[config.mk]
export PLATFORM = sky130hd
export DESIGN_NAME = lsc_top
export DESIGN_NICKNAME = d
export VERILOG_FILES = /design/src/core/lsc_pkg.sv /design/src/core/lsc_top.sv
export VERILOG_INCLUDE_DIRS = /design/src /design/src/core
export SDC_FILE = /design/constraint.sdc
export NUM_CORES = 1
export LEC_CHECK = 0
export ABC_AREA = 1
export BUFFER_PORTS_ARGS = -buffer_cell sky130_fd_sc_hd__buf_2
export CAP_MARGIN = 25
export CORE_MARGIN = 2
export CORE_UTILIZATION = 35
export DETAILED_ROUTE_END_ITERATION = 7
export SYNTH_ARGS = -nofsm -noshare
export SYNTH_HDL_FRONTEND = slang
export SYNTH_SLANG_ARGS = --single-unit
export TNS_END_PERCENT = 1
[constraint.sdc]
create_clock -name sys_clk -period 1.7 [get_ports sys_clk]
set_input_delay 0 -clock sys_clk [delete_from_list [all_inputs] [get_ports sys_clk]]
set_output_delay 0 -clock sys_clk [all_outputs]
set_load 0.02 [all_outputs]
[src/core/lsc_map.svh]
// register offsets, field layout, reset values and timing counts of the link switch control
`ifndef LSC_MAP_SVH
`define LSC_MAP_SVH

`define LSC_OFS_SELECT     8'h00
`define LSC_OFS_RX_TERM    8'h04
`define LSC_OFS_RX_BOOST   8'h08
`define LSC_OFS_TX_SET     8'h0C
`define LSC_OFS_MODES      8'h10
`define LSC_OFS_STATUS     8'h14

`define LSC_IDX_SELECT     3'h0
`define LSC_IDX_RX_TERM    3'h1
`define LSC_IDX_RX_BOOST   3'h2
`define LSC_IDX_TX_SET     3'h3
`define LSC_IDX_MODES      3'h4
`define LSC_IDX_STATUS     3'h5
`define LSC_NUM_CFG        5

`define LSC_MASK_SELECT    16'h0003
`define LSC_MASK_RX_TERM   16'hFFFF
`define LSC_MASK_RX_BOOST  16'h00FF
`define LSC_MASK_TX_SET    16'h000F
`define LSC_MASK_MODES     16'h0001

`define LSC_TX_TERM_BIT    0
`define LSC_TX_CUR_BIT     1
`define LSC_TX_BOOST_LSB   2
`define LSC_ST_TAKEN_BIT   0
`define LSC_ST_ADDR_LSB    8

`define LSC_RST_CFG        16'h0000
`define LSC_ADDR_UPPER     4'h9

`define LSC_RESP_OKAY      2'h0
`define LSC_RESP_SLVERR    2'h2

`define LSC_CLK_PERIOD_NS  50
`define LSC_UPD_DELAY_NS   1000
`define LSC_UPD_CYCLES     ((`LSC_UPD_DELAY_NS + `LSC_CLK_PERIOD_NS - 1) / `LSC_CLK_PERIOD_NS)

`endif

[src/core/lsc_pkg.sv]
// types shared by the link switch control logic
package lsc_pkg;

  typedef struct packed {
    logic [1:0] input_select;
    logic       boost_select;
    logic       output_term;
    logic       output_enable;
    logic       drive_current;
    logic [1:0] output_boost;
    logic [2:0] addr_low;
  } lsc_strap_t;

  typedef struct packed {
    logic [1:0]  link_select;
    logic [15:0] input_term_enable;
    logic [7:0]  input_boost_select;
    logic        output_term_enable;
    logic        drive_current_select;
    logic [1:0]  output_boost_level;
    logic        fast_output_enable;
  } lsc_ana_t;

endpackage

[src/core/lsc_top.sv]
// configuration control of the four-input link switch, reached over AXI4-Lite
//
// The AXI4-Lite register port and the placing of the registers were chosen for this implementation.
`timescale 1ns/1ps
`include "lsc_map.svh"

module lsc_top (
  // clock and reset
  input  wire logic              sys_clk,
  input  wire logic              rstn,
  // strap pins
  input  wire lsc_pkg::lsc_strap_t strap_pins,
  // axi4-lite write address and data
  input  wire logic [7:0]        s_axi_awaddr,
  input  wire logic              s_axi_awvalid,
  output logic                   s_axi_awready,
  input  wire logic [31:0]       s_axi_wdata,
  input  wire logic [3:0]        s_axi_wstrb,
  input  wire logic              s_axi_wvalid,
  output logic                   s_axi_wready,
  // axi4-lite write response
  output logic [1:0]             s_axi_bresp,
  output logic                   s_axi_bvalid,
  input  wire logic              s_axi_bready,
  // axi4-lite read
  input  wire logic [7:0]        s_axi_araddr,
  input  wire logic              s_axi_arvalid,
  output logic                   s_axi_arready,
  output logic [31:0]            s_axi_rdata,
  output logic [1:0]             s_axi_rresp,
  output logic                   s_axi_rvalid,
  input  wire logic              s_axi_rready,
  // analog path settings and mode
  output lsc_pkg::lsc_ana_t      analog_cfg,
  output logic                   serial_mode
);
  import lsc_pkg::*;

  localparam logic [7:0] UPD_CYCLES = 8'(`LSC_UPD_CYCLES);

  lsc_strap_t                     strap_meta;
  lsc_strap_t                     strap_sync;
  logic                           taken;
  logic [`LSC_NUM_CFG-1:0][15:0]  cfg;
  logic [`LSC_NUM_CFG-1:0][15:0]  applied;
  logic [`LSC_NUM_CFG-1:0][7:0]   win_cnt;
  logic                           aw_got;
  logic                           w_got;
  logic [7:0]                     wr_addr;
  logic [15:0]                    wr_data;
  logic [1:0]                     wr_strb;
  logic                           wr_commit;
  logic                           ar_hs;
  logic [2:0]                     wr_idx;
  logic                           wr_hit;
  logic [15:0]                    wr_be;
  logic [6:0]                     slave_addr;
  logic [15:0]                    status_word;

  // strap synchroniser
  always_ff @(posedge sys_clk or negedge rstn) begin
    if (!rstn) begin
      strap_meta <= '0;
      strap_sync <= '0;
    end else begin
      strap_meta <= strap_pins;
      strap_sync <= strap_meta;
    end
  end

  assign slave_addr  = {`LSC_ADDR_UPPER, strap_sync.addr_low};
  assign status_word = {1'b0, slave_addr, 7'h00, taken};
  assign wr_commit   = aw_got && w_got && !s_axi_bvalid;
  assign ar_hs       = s_axi_arvalid && s_axi_arready;
  assign wr_idx      = wr_addr[4:2];
  assign wr_hit      = (wr_addr[7:5] == 3'h0) && (wr_addr[1:0] == 2'h0)
                       && (wr_idx <= `LSC_IDX_STATUS);
  assign wr_be       = {{8{wr_strb[1]}}, {8{wr_strb[0]}}};

  function automatic logic [15:0] lsc_mask(input logic [2:0] idx);
    case (idx)
      `LSC_IDX_SELECT:   lsc_mask = `LSC_MASK_SELECT;
      `LSC_IDX_RX_TERM:  lsc_mask = `LSC_MASK_RX_TERM;
      `LSC_IDX_RX_BOOST: lsc_mask = `LSC_MASK_RX_BOOST;
      `LSC_IDX_TX_SET:   lsc_mask = `LSC_MASK_TX_SET;
      `LSC_IDX_MODES:    lsc_mask = `LSC_MASK_MODES;
      default:           lsc_mask = 16'h0000;
    endcase
  endfunction

  // bus-access flag, cleared by reset alone
  always_ff @(posedge sys_clk or negedge rstn) begin
    if (!rstn) begin
      taken <= 1'b0;
    end else if (wr_commit || ar_hs) begin
      taken <= 1'b1;
    end
  end

  // configuration words: bus writes, else strap copy while strap control lasts
  always_ff @(posedge sys_clk or negedge rstn) begin
    if (!rstn) begin
      cfg <= {`LSC_NUM_CFG{`LSC_RST_CFG}};
    end else if (wr_commit) begin
      if (wr_hit && wr_idx < `LSC_IDX_STATUS) begin
        cfg[wr_idx] <= ((cfg[wr_idx] & ~wr_be) | (wr_data & wr_be))
                       & lsc_mask(wr_idx);
      end
    end else if (!taken) begin
      // termination word is left alone: straps cannot reach it
      cfg[`LSC_IDX_SELECT]   <= {14'h0000, strap_sync.input_select};
      cfg[`LSC_IDX_RX_BOOST] <= {8'h00, {8{strap_sync.boost_select}}};
      cfg[`LSC_IDX_TX_SET]   <= {12'h000, strap_sync.output_boost,
                                 strap_sync.drive_current,
                                 strap_sync.output_term};
      cfg[`LSC_IDX_MODES]    <= {15'h0000, strap_sync.output_enable};
    end
  end

  // per-word update window
  genvar g;
  generate
    for (g = 0; g < `LSC_NUM_CFG; g++) begin : g_win
      always_ff @(posedge sys_clk or negedge rstn) begin
        if (!rstn) begin
          applied[g] <= `LSC_RST_CFG;
          win_cnt[g] <= 8'h00;
        end else if (win_cnt[g] == 8'h01) begin
          applied[g] <= cfg[g];
          win_cnt[g] <= 8'h00;
        end else if (win_cnt[g] != 8'h00) begin
          win_cnt[g] <= win_cnt[g] - 8'h01;
        end else if (cfg[g] != applied[g]) begin
          applied[g] <= cfg[g];
          win_cnt[g] <= UPD_CYCLES;
        end
      end

      chk_window_hold: assert property (@(posedge sys_clk) disable iff (!rstn)
        (win_cnt[g] > 8'h01) |=> $stable(applied[g]))
        else $error("applied word changed inside its update window");

      chk_window_end: assert property (@(posedge sys_clk) disable iff (!rstn)
        (win_cnt[g] == 8'h01) |=> (applied[g] == $past(cfg[g])) && (win_cnt[g] == 8'h00))
        else $error("last written value not applied at window end");

      chk_window_open: assert property (@(posedge sys_clk) disable iff (!rstn)
        (win_cnt[g] == 8'h00 && cfg[g] != applied[g]) |=>
          (applied[g] == $past(cfg[g])) && (win_cnt[g] == UPD_CYCLES))
        else $error("idle word change not applied at once with a new window");

      chk_no_restart: assert property (@(posedge sys_clk) disable iff (!rstn)
        (win_cnt[g] > 8'h01) |=> (win_cnt[g] == $past(win_cnt[g]) - 8'h01))
        else $error("update window restarted or stalled");
    end
  endgenerate

  // analog settings straight from the applied words
  assign analog_cfg.link_select          = applied[`LSC_IDX_SELECT][1:0];
  assign analog_cfg.input_term_enable    = applied[`LSC_IDX_RX_TERM];
  assign analog_cfg.input_boost_select   = applied[`LSC_IDX_RX_BOOST][7:0];
  assign analog_cfg.output_term_enable   = applied[`LSC_IDX_TX_SET][`LSC_TX_TERM_BIT];
  assign analog_cfg.drive_current_select = applied[`LSC_IDX_TX_SET][`LSC_TX_CUR_BIT];
  assign analog_cfg.output_boost_level   = applied[`LSC_IDX_TX_SET][`LSC_TX_BOOST_LSB +: 2];
  assign analog_cfg.fast_output_enable   = applied[`LSC_IDX_MODES][0];
  assign serial_mode                     = taken;

  // write address and data channels, taken in either order
  always_ff @(posedge sys_clk or negedge rstn) begin
    if (!rstn) begin
      s_axi_awready <= 1'b0;
      aw_got        <= 1'b0;
      wr_addr       <= 8'h00;
    end else if (s_axi_awvalid && s_axi_awready) begin
      s_axi_awready <= 1'b0;
      aw_got        <= 1'b1;
      wr_addr       <= s_axi_awaddr;
    end else if (wr_commit) begin
      aw_got <= 1'b0;
    end else if (!aw_got && !s_axi_bvalid) begin
      s_axi_awready <= 1'b1;
    end
  end

  always_ff @(posedge sys_clk or negedge rstn) begin
    if (!rstn) begin
      s_axi_wready <= 1'b0;
      w_got        <= 1'b0;
      wr_data      <= 16'h0000;
      wr_strb      <= 2'h0;
    end else if (s_axi_wvalid && s_axi_wready) begin
      s_axi_wready <= 1'b0;
      w_got        <= 1'b1;
      wr_data      <= s_axi_wdata[15:0];
      wr_strb      <= s_axi_wstrb[1:0];
    end else if (wr_commit) begin
      w_got <= 1'b0;
    end else if (!w_got && !s_axi_bvalid) begin
      s_axi_wready <= 1'b1;
    end
  end

  // write response
  always_ff @(posedge sys_clk or negedge rstn) begin
    if (!rstn) begin
      s_axi_bvalid <= 1'b0;
      s_axi_bresp  <= `LSC_RESP_OKAY;
    end else if (wr_commit) begin
      s_axi_bvalid <= 1'b1;
      s_axi_bresp  <= wr_hit ? `LSC_RESP_OKAY : `LSC_RESP_SLVERR;
    end else if (s_axi_bready) begin
      s_axi_bvalid <= 1'b0;
    end
  end

  // read channel
  always_ff @(posedge sys_clk or negedge rstn) begin
    if (!rstn) begin
      s_axi_arready <= 1'b0;
      s_axi_rvalid  <= 1'b0;
      s_axi_rdata   <= 32'h00000000;
      s_axi_rresp   <= `LSC_RESP_OKAY;
    end else if (ar_hs) begin
      s_axi_arready <= 1'b0;
      s_axi_rvalid  <= 1'b1;
      s_axi_rresp   <= `LSC_RESP_OKAY;
      s_axi_rdata   <= 32'h00000000;
      if (s_axi_araddr[7:5] != 3'h0 || s_axi_araddr[1:0] != 2'h0
          || s_axi_araddr[4:2] > `LSC_IDX_STATUS) begin
        s_axi_rresp <= `LSC_RESP_SLVERR;
      end else if (s_axi_araddr[4:2] == `LSC_IDX_STATUS) begin
        s_axi_rdata <= {16'h0000, status_word};
      end else begin
        s_axi_rdata <= {16'h0000, cfg[s_axi_araddr[4:2]]};
      end
    end else if (s_axi_rvalid) begin
      if (s_axi_rready) begin
        s_axi_rvalid <= 1'b0;
      end
    end else if (!s_axi_arready) begin
      s_axi_arready <= 1'b1;
    end
  end

  // strap and flag checks
  chk_term_closed: assert property (@(posedge sys_clk)
    disable iff (!rstn)
    !taken |-> (cfg[`LSC_IDX_RX_TERM] == 16'h0000))
    else $error("input termination set without a bus access");

  chk_term_bus_only: assert property (@(posedge sys_clk) disable iff (!rstn)
    !wr_commit |=> $stable(cfg[`LSC_IDX_RX_TERM]))
    else $error("input termination changed without a bus write");

  chk_strap_follow: assert property (@(posedge sys_clk) disable iff (!rstn)
    (!taken && !wr_commit && !ar_hs) |=>
      (cfg[`LSC_IDX_SELECT][1:0] == $past(strap_sync.input_select))
      && (cfg[`LSC_IDX_MODES][0] == $past(strap_sync.output_enable)))
    else $error("strap level not copied while strap control active");

  chk_strap_tx: assert property (@(posedge sys_clk)
    disable iff (!rstn)
    (!taken && !wr_commit && !ar_hs) |=>
      (cfg[`LSC_IDX_TX_SET][3:0] == {$past(strap_sync.output_boost),
                                      $past(strap_sync.drive_current),
                                      $past(strap_sync.output_term)}))
    else $error("output straps not copied into transmitter settings");

  chk_boost_all: assert property (@(posedge sys_clk) disable iff (!rstn)
    (!taken && !wr_commit && !ar_hs) |=>
      (cfg[`LSC_IDX_RX_BOOST][7:0] == {8{$past(strap_sync.boost_select)}}))
    else $error("boost strap did not set all eight channels");

  chk_strap_ignored: assert property (@(posedge sys_clk) disable iff (!rstn)
    (taken && !wr_commit) |=> $stable(cfg))
    else $error("configuration changed without a bus write");

  chk_taken_sticky: assert property (@(posedge sys_clk) disable iff (!rstn)
    taken |=> taken [*2])
    else $error("bus-access flag dropped without reset");

  chk_access_marks: assert property (@(posedge sys_clk) disable iff (!rstn)
    (wr_commit || ar_hs) |=> taken && serial_mode)
    else $error("bus access did not end strap control");

  chk_status_ro: assert property (@(posedge sys_clk) disable iff (!rstn)
    (wr_commit && wr_hit && wr_idx == `LSC_IDX_STATUS) |=> $stable(cfg) && taken)
    else $error("status write altered settings or the access flag");

  chk_field_masks: assert property (@(posedge sys_clk)
    disable iff (!rstn)
    (cfg[`LSC_IDX_SELECT][15:2] == 14'h0000)
    && (cfg[`LSC_IDX_TX_SET][15:4] == 12'h000)
    && (cfg[`LSC_IDX_RX_BOOST][15:8] == 8'h00)
    && (cfg[`LSC_IDX_MODES][15:1] == 15'h0000))
    else $error("bits outside the defined fields were set");

  chk_addr_pattern: assert property (@(posedge sys_clk) disable iff (!rstn)
    (ar_hs && s_axi_araddr == `LSC_OFS_STATUS) |=>
      (s_axi_rdata[14:8] == {`LSC_ADDR_UPPER, $past(strap_sync.addr_low)}))
    else $error("slave address read back wrong");

  // bus checks
  chk_write_resp: assert property (@(posedge sys_clk) disable iff (!rstn)
    wr_commit |=> s_axi_bvalid)
    else $error("write response not raised after commit");

  chk_bresp_hold: assert property (@(posedge sys_clk) disable iff (!rstn)
    (s_axi_bvalid && !s_axi_bready) |=> s_axi_bvalid && $stable(s_axi_bresp))
    else $error("write response dropped before taken");

  chk_write_refused: assert property (@(posedge sys_clk) disable iff (!rstn)
    (wr_commit && !wr_hit) |=> (s_axi_bresp == `LSC_RESP_SLVERR) && $stable(cfg))
    else $error("unmapped write not refused");

  chk_read_answer: assert property (@(posedge sys_clk) disable iff (!rstn)
    ar_hs |=> s_axi_rvalid && !s_axi_arready)
    else $error("read address taken without an answer");

  chk_read_hold: assert property (@(posedge sys_clk) disable iff (!rstn)
    (s_axi_rvalid && !s_axi_rready) |=> s_axi_rvalid && $stable(s_axi_rdata))
    else $error("read data not held until taken");

  chk_read_refused: assert property (@(posedge sys_clk) disable iff (!rstn)
    (ar_hs && (s_axi_araddr[7:5] != 3'h0 || s_axi_araddr[1:0] != 2'h0)) |=>
      (s_axi_rresp == `LSC_RESP_SLVERR) && (s_axi_rdata == 32'h00000000))
    else $error("unmapped read not refused");

endmodule

==> run metrics, run 1 <==
status completed; Antenna Cells 0; Root Driver clkbuf_16; final core utilization 44.2%; Final Hold Fails 0; Post-synth top cells nand2_1 (589), dfrtp_1 (274), inv_1 (237); synthesized instance count around 1800; CTS tree built; row count 72; syn_area_per_cell about 7.6 um2; # clock sinks approximately 270; mapped cell area 0.0138 mm2; Placed Cells incl. Taps ~2400; Tcrit/Tclk final a little over nine tenths; Crit. End Element flip-flop; most common cell in the netlist nand2_1; CP Launch Type flip-flop; Synth area leader dfrtp_1; EDFF count, synth 0; aggregate routed wire length 36600 um; Die W between 200 and 250 um; worst min path class input pin to async pin; Overflow after GRT 0; maximum buffer depth of the clock tree 3; die height between 200 and 250 um; detailed placement HPWL about 26000 um; max cap viols 0; CORE AREA between 0.03 and 0.04 mm2; max-slew violation count 0; Cell Count, Final, Fillers Out 2567; Primary FF master, synth dfrtp_1; Num CTS Buffers 31; Vias 11963; RSZ-0062 raised after global routing true; critical path peak fanout 19; P_leak ~9 nW; maximum clock frequency 624 MHz; Hold WS about 0.042 ns; clock-pin slew on the worst setup and hold paths approximately 0.060 ns; Final #Nets roughly 2100; number of synthesized register bits 274; post-synthesis sequential area ratio between 40% and 50%; first-pass GRT wire length ~59000 um; count of pins on the block boundary ~140; async set or reset register ratio after synthesis 100%; Slew HR approximately three fifths; Initial DRC Count ~900; first-pass detailed-route iteration total 5; ANT nets after route 0; Yosys warning count 0; synth top area cells dfrtp_1 (50%), nand2_1 (16%), inv_1 (6.5%), nand3_1 (5.5%), nor2_1 (4.9%); clk_skew between 0.01 and 0.015 ns; Slew @ Worst Pin ~0.61 ns; worst path required time between 2 and 2.5 ns; PwrDens ~1200 mW/mm2; die area ~0.041 mm2; Clock Latency Late Sink around 0.56 ns; final instance area approximately 0.017 mm2; Post-route DRC 0; initial antenna violation count 0; I/O Buffers approximately 110; Area after DPL about 0.015 mm2; Tmin final 1.60 ns; Distinct cells, synth 39; CTS HTree Levels 1; area fraction of the dominant cell type after synthesis 49.7%; share of cells above drive strength 1 between 10% and 20%; Arr. time, crit path around 2.1 ns; postcts setup bufs 0; Routability Congestion between 0.8 and 0.9; setup violators final 0; starting density of the core approximately 36%; gr usage total around 18%; vias per inst around 4.7; worst vdd ir 818 uV; CP Class flip-flop to flip-flop; number of global-route vias before repair 11358; largest net degree at the start of global routing slightly below 80; Routed WL per cell about 14 um; area delta synth->final 24.0%
[worst max-delay path, cell delays in order (launching register included)]
cell	delay (ns)
dfrtp_1	0.40
nand2_1	0.10
buf_4	0.29
o21ai_0	0.13
dlygate4sd3_1	0.56
[worst paths after layout]
| kind | slack (ns) | depth (start not counted) | from | end |
|---|---|---|---|---|
| max reg2reg | 0.1 | 4 | s_axi_arready | s_axi_rvalid |
| max | 0.1 | 4 | s_axi_arready | s_axi_rvalid |
| min reg2reg | 0.34 | 0 | strap_meta[3] | strap_sync[3] |
| max in group asynchronous | 0.82 | 4 | rstn | cfg[1] |
| min | 0.04 | 3 | rstn | wr_strb[0] |
| min in group sys_clk | 0.08 | 2 | strap_pins[8] | strap_meta[8] |
[flip-flops by register name, indices dropped and copies added, names as in the netlist, 8 cells and up]
| register | count |
|---|---|
| wr_addr | 8 |
| cfg | 80 |
| wr_data | 16 |
| analog_cfg | 31 |
| strap_meta | 11 |
| s_axi_rdata | 16 |
| strap_sync | 8 |
| applied | 49 |
| win_cnt | 40 |
[report_power, final]
| group | internal [mW] | switching (mW) |
|---|---|---|
| Sequential | 7.45 | 0.686 |
| Combinational | 2.07 | 3.10 |
| Clock | 4.57 | 2.69 |
| Total | 14.1 | 6.47 |
[cell type report]
type / instances / area [um2]
fillers: 3902 / 21600
flip-flops and latches: 274 / 6860
multi-input cells: 1213 / 5500
repair buffers: 259 / 2050
inverters: 248 / 931
clock buffers: 44 / 905
well taps: 518 / 648
clock inverters: 11 / 208
[metrics by stage]
step	total power [mW]	worst slack, ns	TNS [ns]
final	20.6	0.0966	0
after global routing	21.8	-0.0383	-0.234
after CTS	20.6	0.0226	0
after detailed placement	13.0	0.00799	0
after global placement	12.9	0.0296	0
after floorplan	11.4	0.127	0
[cell usage in the layout (no fill, tap or decap), drive strengths merged]
cell type and instances:
conb 18, nand4 6, inv 248, buf 195, nor3b 2, bufinv 6, clkinv 4, o211ai 10
or2 8, dfrtp 274, and2 5, ha 15, a21oi 62, a31oi 8, nand3b 2, clkbuf 44
a22oi 1, clkinvlp 1, xor2 19, xnor2 1, nand2 595, o21ai 93, mux2 3, nor3 19
nor4 1, nor2 185, nand3 157, dlygate4sd3 64, a21boi 2, o22ai 1
[kinds of logic (layout without fill, tap and decap cells)]
kind of cell | Yosys count | in the layout | synth area share, %
AND/OR/NAND/NOR | 980 | 980 | 29.3
buffers and inverters | 344 | 562 | 11.3
flip-flops | 274 | 274 | 49.7
AO/OA/AOI/OAI | 177 | 177 | 6.74
XOR/XNOR | 20 | 20 | 1.27
adder cells (fa/ha/maj) | 15 | 15 | 1.36
multiplexers | 3 | 3 | 0.245
other | 1 | 18 | 0.0272
[per-layer routing]
metal,track usage [%],part of all wire [%],vias to the layer above
met5,0,0,-
met4,6.07,3.0,0
met3,2.42,4.6,55
met2,29.0,47,265
met1,24.6,46,5662
li1,-,-,5981
[what timing repair did]
action | CTS | global route
endpoints found under the setup margin | 14 | 155
resized for setup | 3 | 35
pin swaps | 0 | 1
cloned | 0 | 0
endpoints found under the hold margin | 333 | 0
hold buffers | 64 | 0
No activity file was read; power rests on OpenSTA's default activity.
==> run 2: changes to the inputs <==
--- a/config.mk
+++ b/config.mk
@@ -10,7 +10,8 @@
 export BUFFER_PORTS_ARGS = -buffer_cell sky130_fd_sc_hd__buf_2
 export CAP_MARGIN = 25
 export CORE_MARGIN = 2
-export CORE_UTILIZATION = 35
+export CORE_UTILIZATION = 38
+export CTS_BUF_LIST = sky130_fd_sc_hd__clkbuf_16
 export DETAILED_ROUTE_END_ITERATION = 7
 export SYNTH_ARGS = -nofsm -noshare
 export SYNTH_HDL_FRONTEND = slang
==> run 2 against run 1 <==
Highest routed layer unchanged; final area decreased by 0.64%; routed wire length down 1.0%; combinational power fell by 3%; via count is essentially flat; clock skew barely moved; flip-flop and latch count did not move; cell count fell by 1.9%; sequential share of layout area grew 0.27 points; hold slack improved by 0.015 ns.
==> run metrics, run 2 (same netlist as run 1, synthesis figures left out) <==
Slew HR 65.4% (+6.4 points); Area after DPL 0.0152 mm2 (-0.19%); clock-pin slew on the worst setup and hold paths 0.06 ns (about the same); most frequent cells in the layout nand2_1 (588), dfrtp_1 (268), inv_1 (235), nor2_1 (171), nand3_1 (151); critical path peak fanout 4 (-15); setup violators final 0 (unchanged); maximum buffer depth of the clock tree 3 (unchanged); CTS HTree Levels 1 (unchanged); max reg flops 80 (unchanged); worst min path class input pin to flip-flop; row count 69 (-4.2%); number of global-route vias before repair 11456 (+0.86%); crit-path cells inv_1, ha_1, nand2_1, nor2_1, nor2_2, inv_1, buf_4, or2_2, nand2_1; count of pins on the block boundary 143 (unchanged); Antenna Cells 0 (unchanged); PwrDens 1210 mW/mm2 (+0.30%); share of cells above drive strength 1 15.2% (+0.094 points); Tcrit/Tclk final 94.6% (+0.30 points); detailed placement HPWL 25700 um (-1.8%); starting density of the core 38.7% (+3.1 points); worst path required time 2.21 ns (+0.07 ns); CP Class flip-flop to flip-flop; # clock sinks 274 (unchanged); CORE AREA 0.0357 mm2 (-8.0%); top flop regs cfg (80), applied (49), win_cnt (40); area delta synth->final 23.3%; worst vdd ir 781 uV (-4.5%); largest net degree at the start of global routing 96 (+23%); Routed WL per cell 14.4 um (+0.95%); Reg with most FFs cfg; die area 0.0378 mm2 (-7.7%); Placed Cells incl. Taps 2399 (-2.0%); Die W 195 um (-4.0%); Slew @ Worst Pin 0.519 ns (-0.0899 ns); maximum clock frequency 622 MHz (-0.32%); max cap viols 0 (unchanged); I/O Buffers 106 (unchanged); Critical Path Max Stage Delay 0.37 ns (-0.19 ns); Post-route DRC 0 (unchanged); Hold WS 0.0564 ns (+0.0147 ns); Cell Count, Final, Fillers Out 2517 (-1.9%); Clock Latency Late Sink 0.58 ns (+0.02 ns); die height 195 um (-4.0%); RSZ-0062 raised after global routing true; initial antenna violation count 0 (unchanged); Initial DRC Count 811 (-8.3%); fin worst setup slack 0.0915 ns (-0.00512 ns); Final #Nets 2117 (+0.24%); CP Launch Type flip-flop; Tmin final 1.61 ns (+0.00512 ns); Vias 11964 (+0.0084%); Critical-path top delay cell dfrtp_1; Crit. End Element flip-flop; gr usage total 19.2% (+1.3 points); clk_skew 0.0116 ns (-0.0000763 ns); first-pass GRT wire length 58800 um (-0.72%); vias per inst 4.75 (+2.0%); status completed; aggregate routed wire length 36200 um (-1.0%); first-pass detailed-route iteration total 6 (+1); Routability Congestion 0.850 (-1.2%); most common cell after layout, fill and taps aside nand2_1; Overflow after GRT 0 (unchanged); ANT nets after route 0 (unchanged); Num CTS Buffers 31 (unchanged); P_leak 9.10 nW (-0.21%); max-slew violation count 0 (unchanged); Placement Setup Slack 0.0366 ns (+0.0286 ns); Arr. time, crit path 2.12 ns (+0.07 ns); Final Hold Fails 0 (unchanged); CTS tree built; final instance area 0.0170 mm2 (-0.64%); Setup TNS 0 ns (unchanged); Root Driver clkbuf_16
run 2: worst max-delay path, delay by kind of cell (launching register included):
family / cells / cell delay, ns
simple gates: 5 / 0.64
fa+ha+maj: 1 / 0.20
buf+inv: 3 / 0.35
flops: 1 / 0.37
run 2: power by group:
group / switching, mW / internal, mW
clock network: 2.82 / 4.51
registers: 0.705 / 7.45
logic: 3.03 / 1.98
total: 6.55 / 13.9
run 2: layout make-up:
class / count / area (um2)
clock buffers: 31 / 776
clock inverters: 26 / 329
fillers: 3451 / 18700
inverters: 248 / 931
multi-input cells: 1213 / 5480
flip-flops and latches: 274 / 6860
well taps: 461 / 577
repair buffers: 264 / 2040
run 2: repair_timing:
item                                   in CTS  in global routing
setup buffers                               0                  3
setup endpoints to repair                   0                120
hold buffers                               58                  0
resized for setup                           0                 30
endpoints found under the hold margin     336                  0
run 2: final timing paths:
path / cells after the start / to / slack [ns] / from
setup / recovery: 9 / win_cnt[1] / 0.09 / win_cnt[0]
hold / removal: 2 / strap_meta[4] / 0.06 / strap_pins[4]
setup reg to reg: 9 / win_cnt[1] / 0.09 / win_cnt[0]
hold reg to reg: 0 / strap_sync[6] / 0.35 / strap_meta[6]
max in group asynchronous: 4 / cfg[49] / 0.67 / rstn
min in group asynchronous: 4 / wr_data[15] / 0.51 / rstn
run 2: routing by layer:
layer | global-route usage, % | vias to the layer above | share of wire [%]
met5 | 0 | - | 0
met4 | 7.04 | 0 | 3.2
met3 | 2.22 | 67 | 5.0
met2 | 31.0 | 324 | 46
met1 | 26.6 | 5582 | 46
li1 | - | 5991 | -
run 2: per-stage QoR:
| step | total power, mW | util, % |
|---|---|---|
| 4_1_cts | 20.5 | 47.4 |
| 3_5_place_dp | 13.0 | 42.7 |
| 5_1_grt | 21.7 | 47.7 |
| 3_3_place_gp | 12.9 | 42.7 |
| 6_report | 20.5 | 47.7 |
| 2_1_floorplan | 11.4 | - |
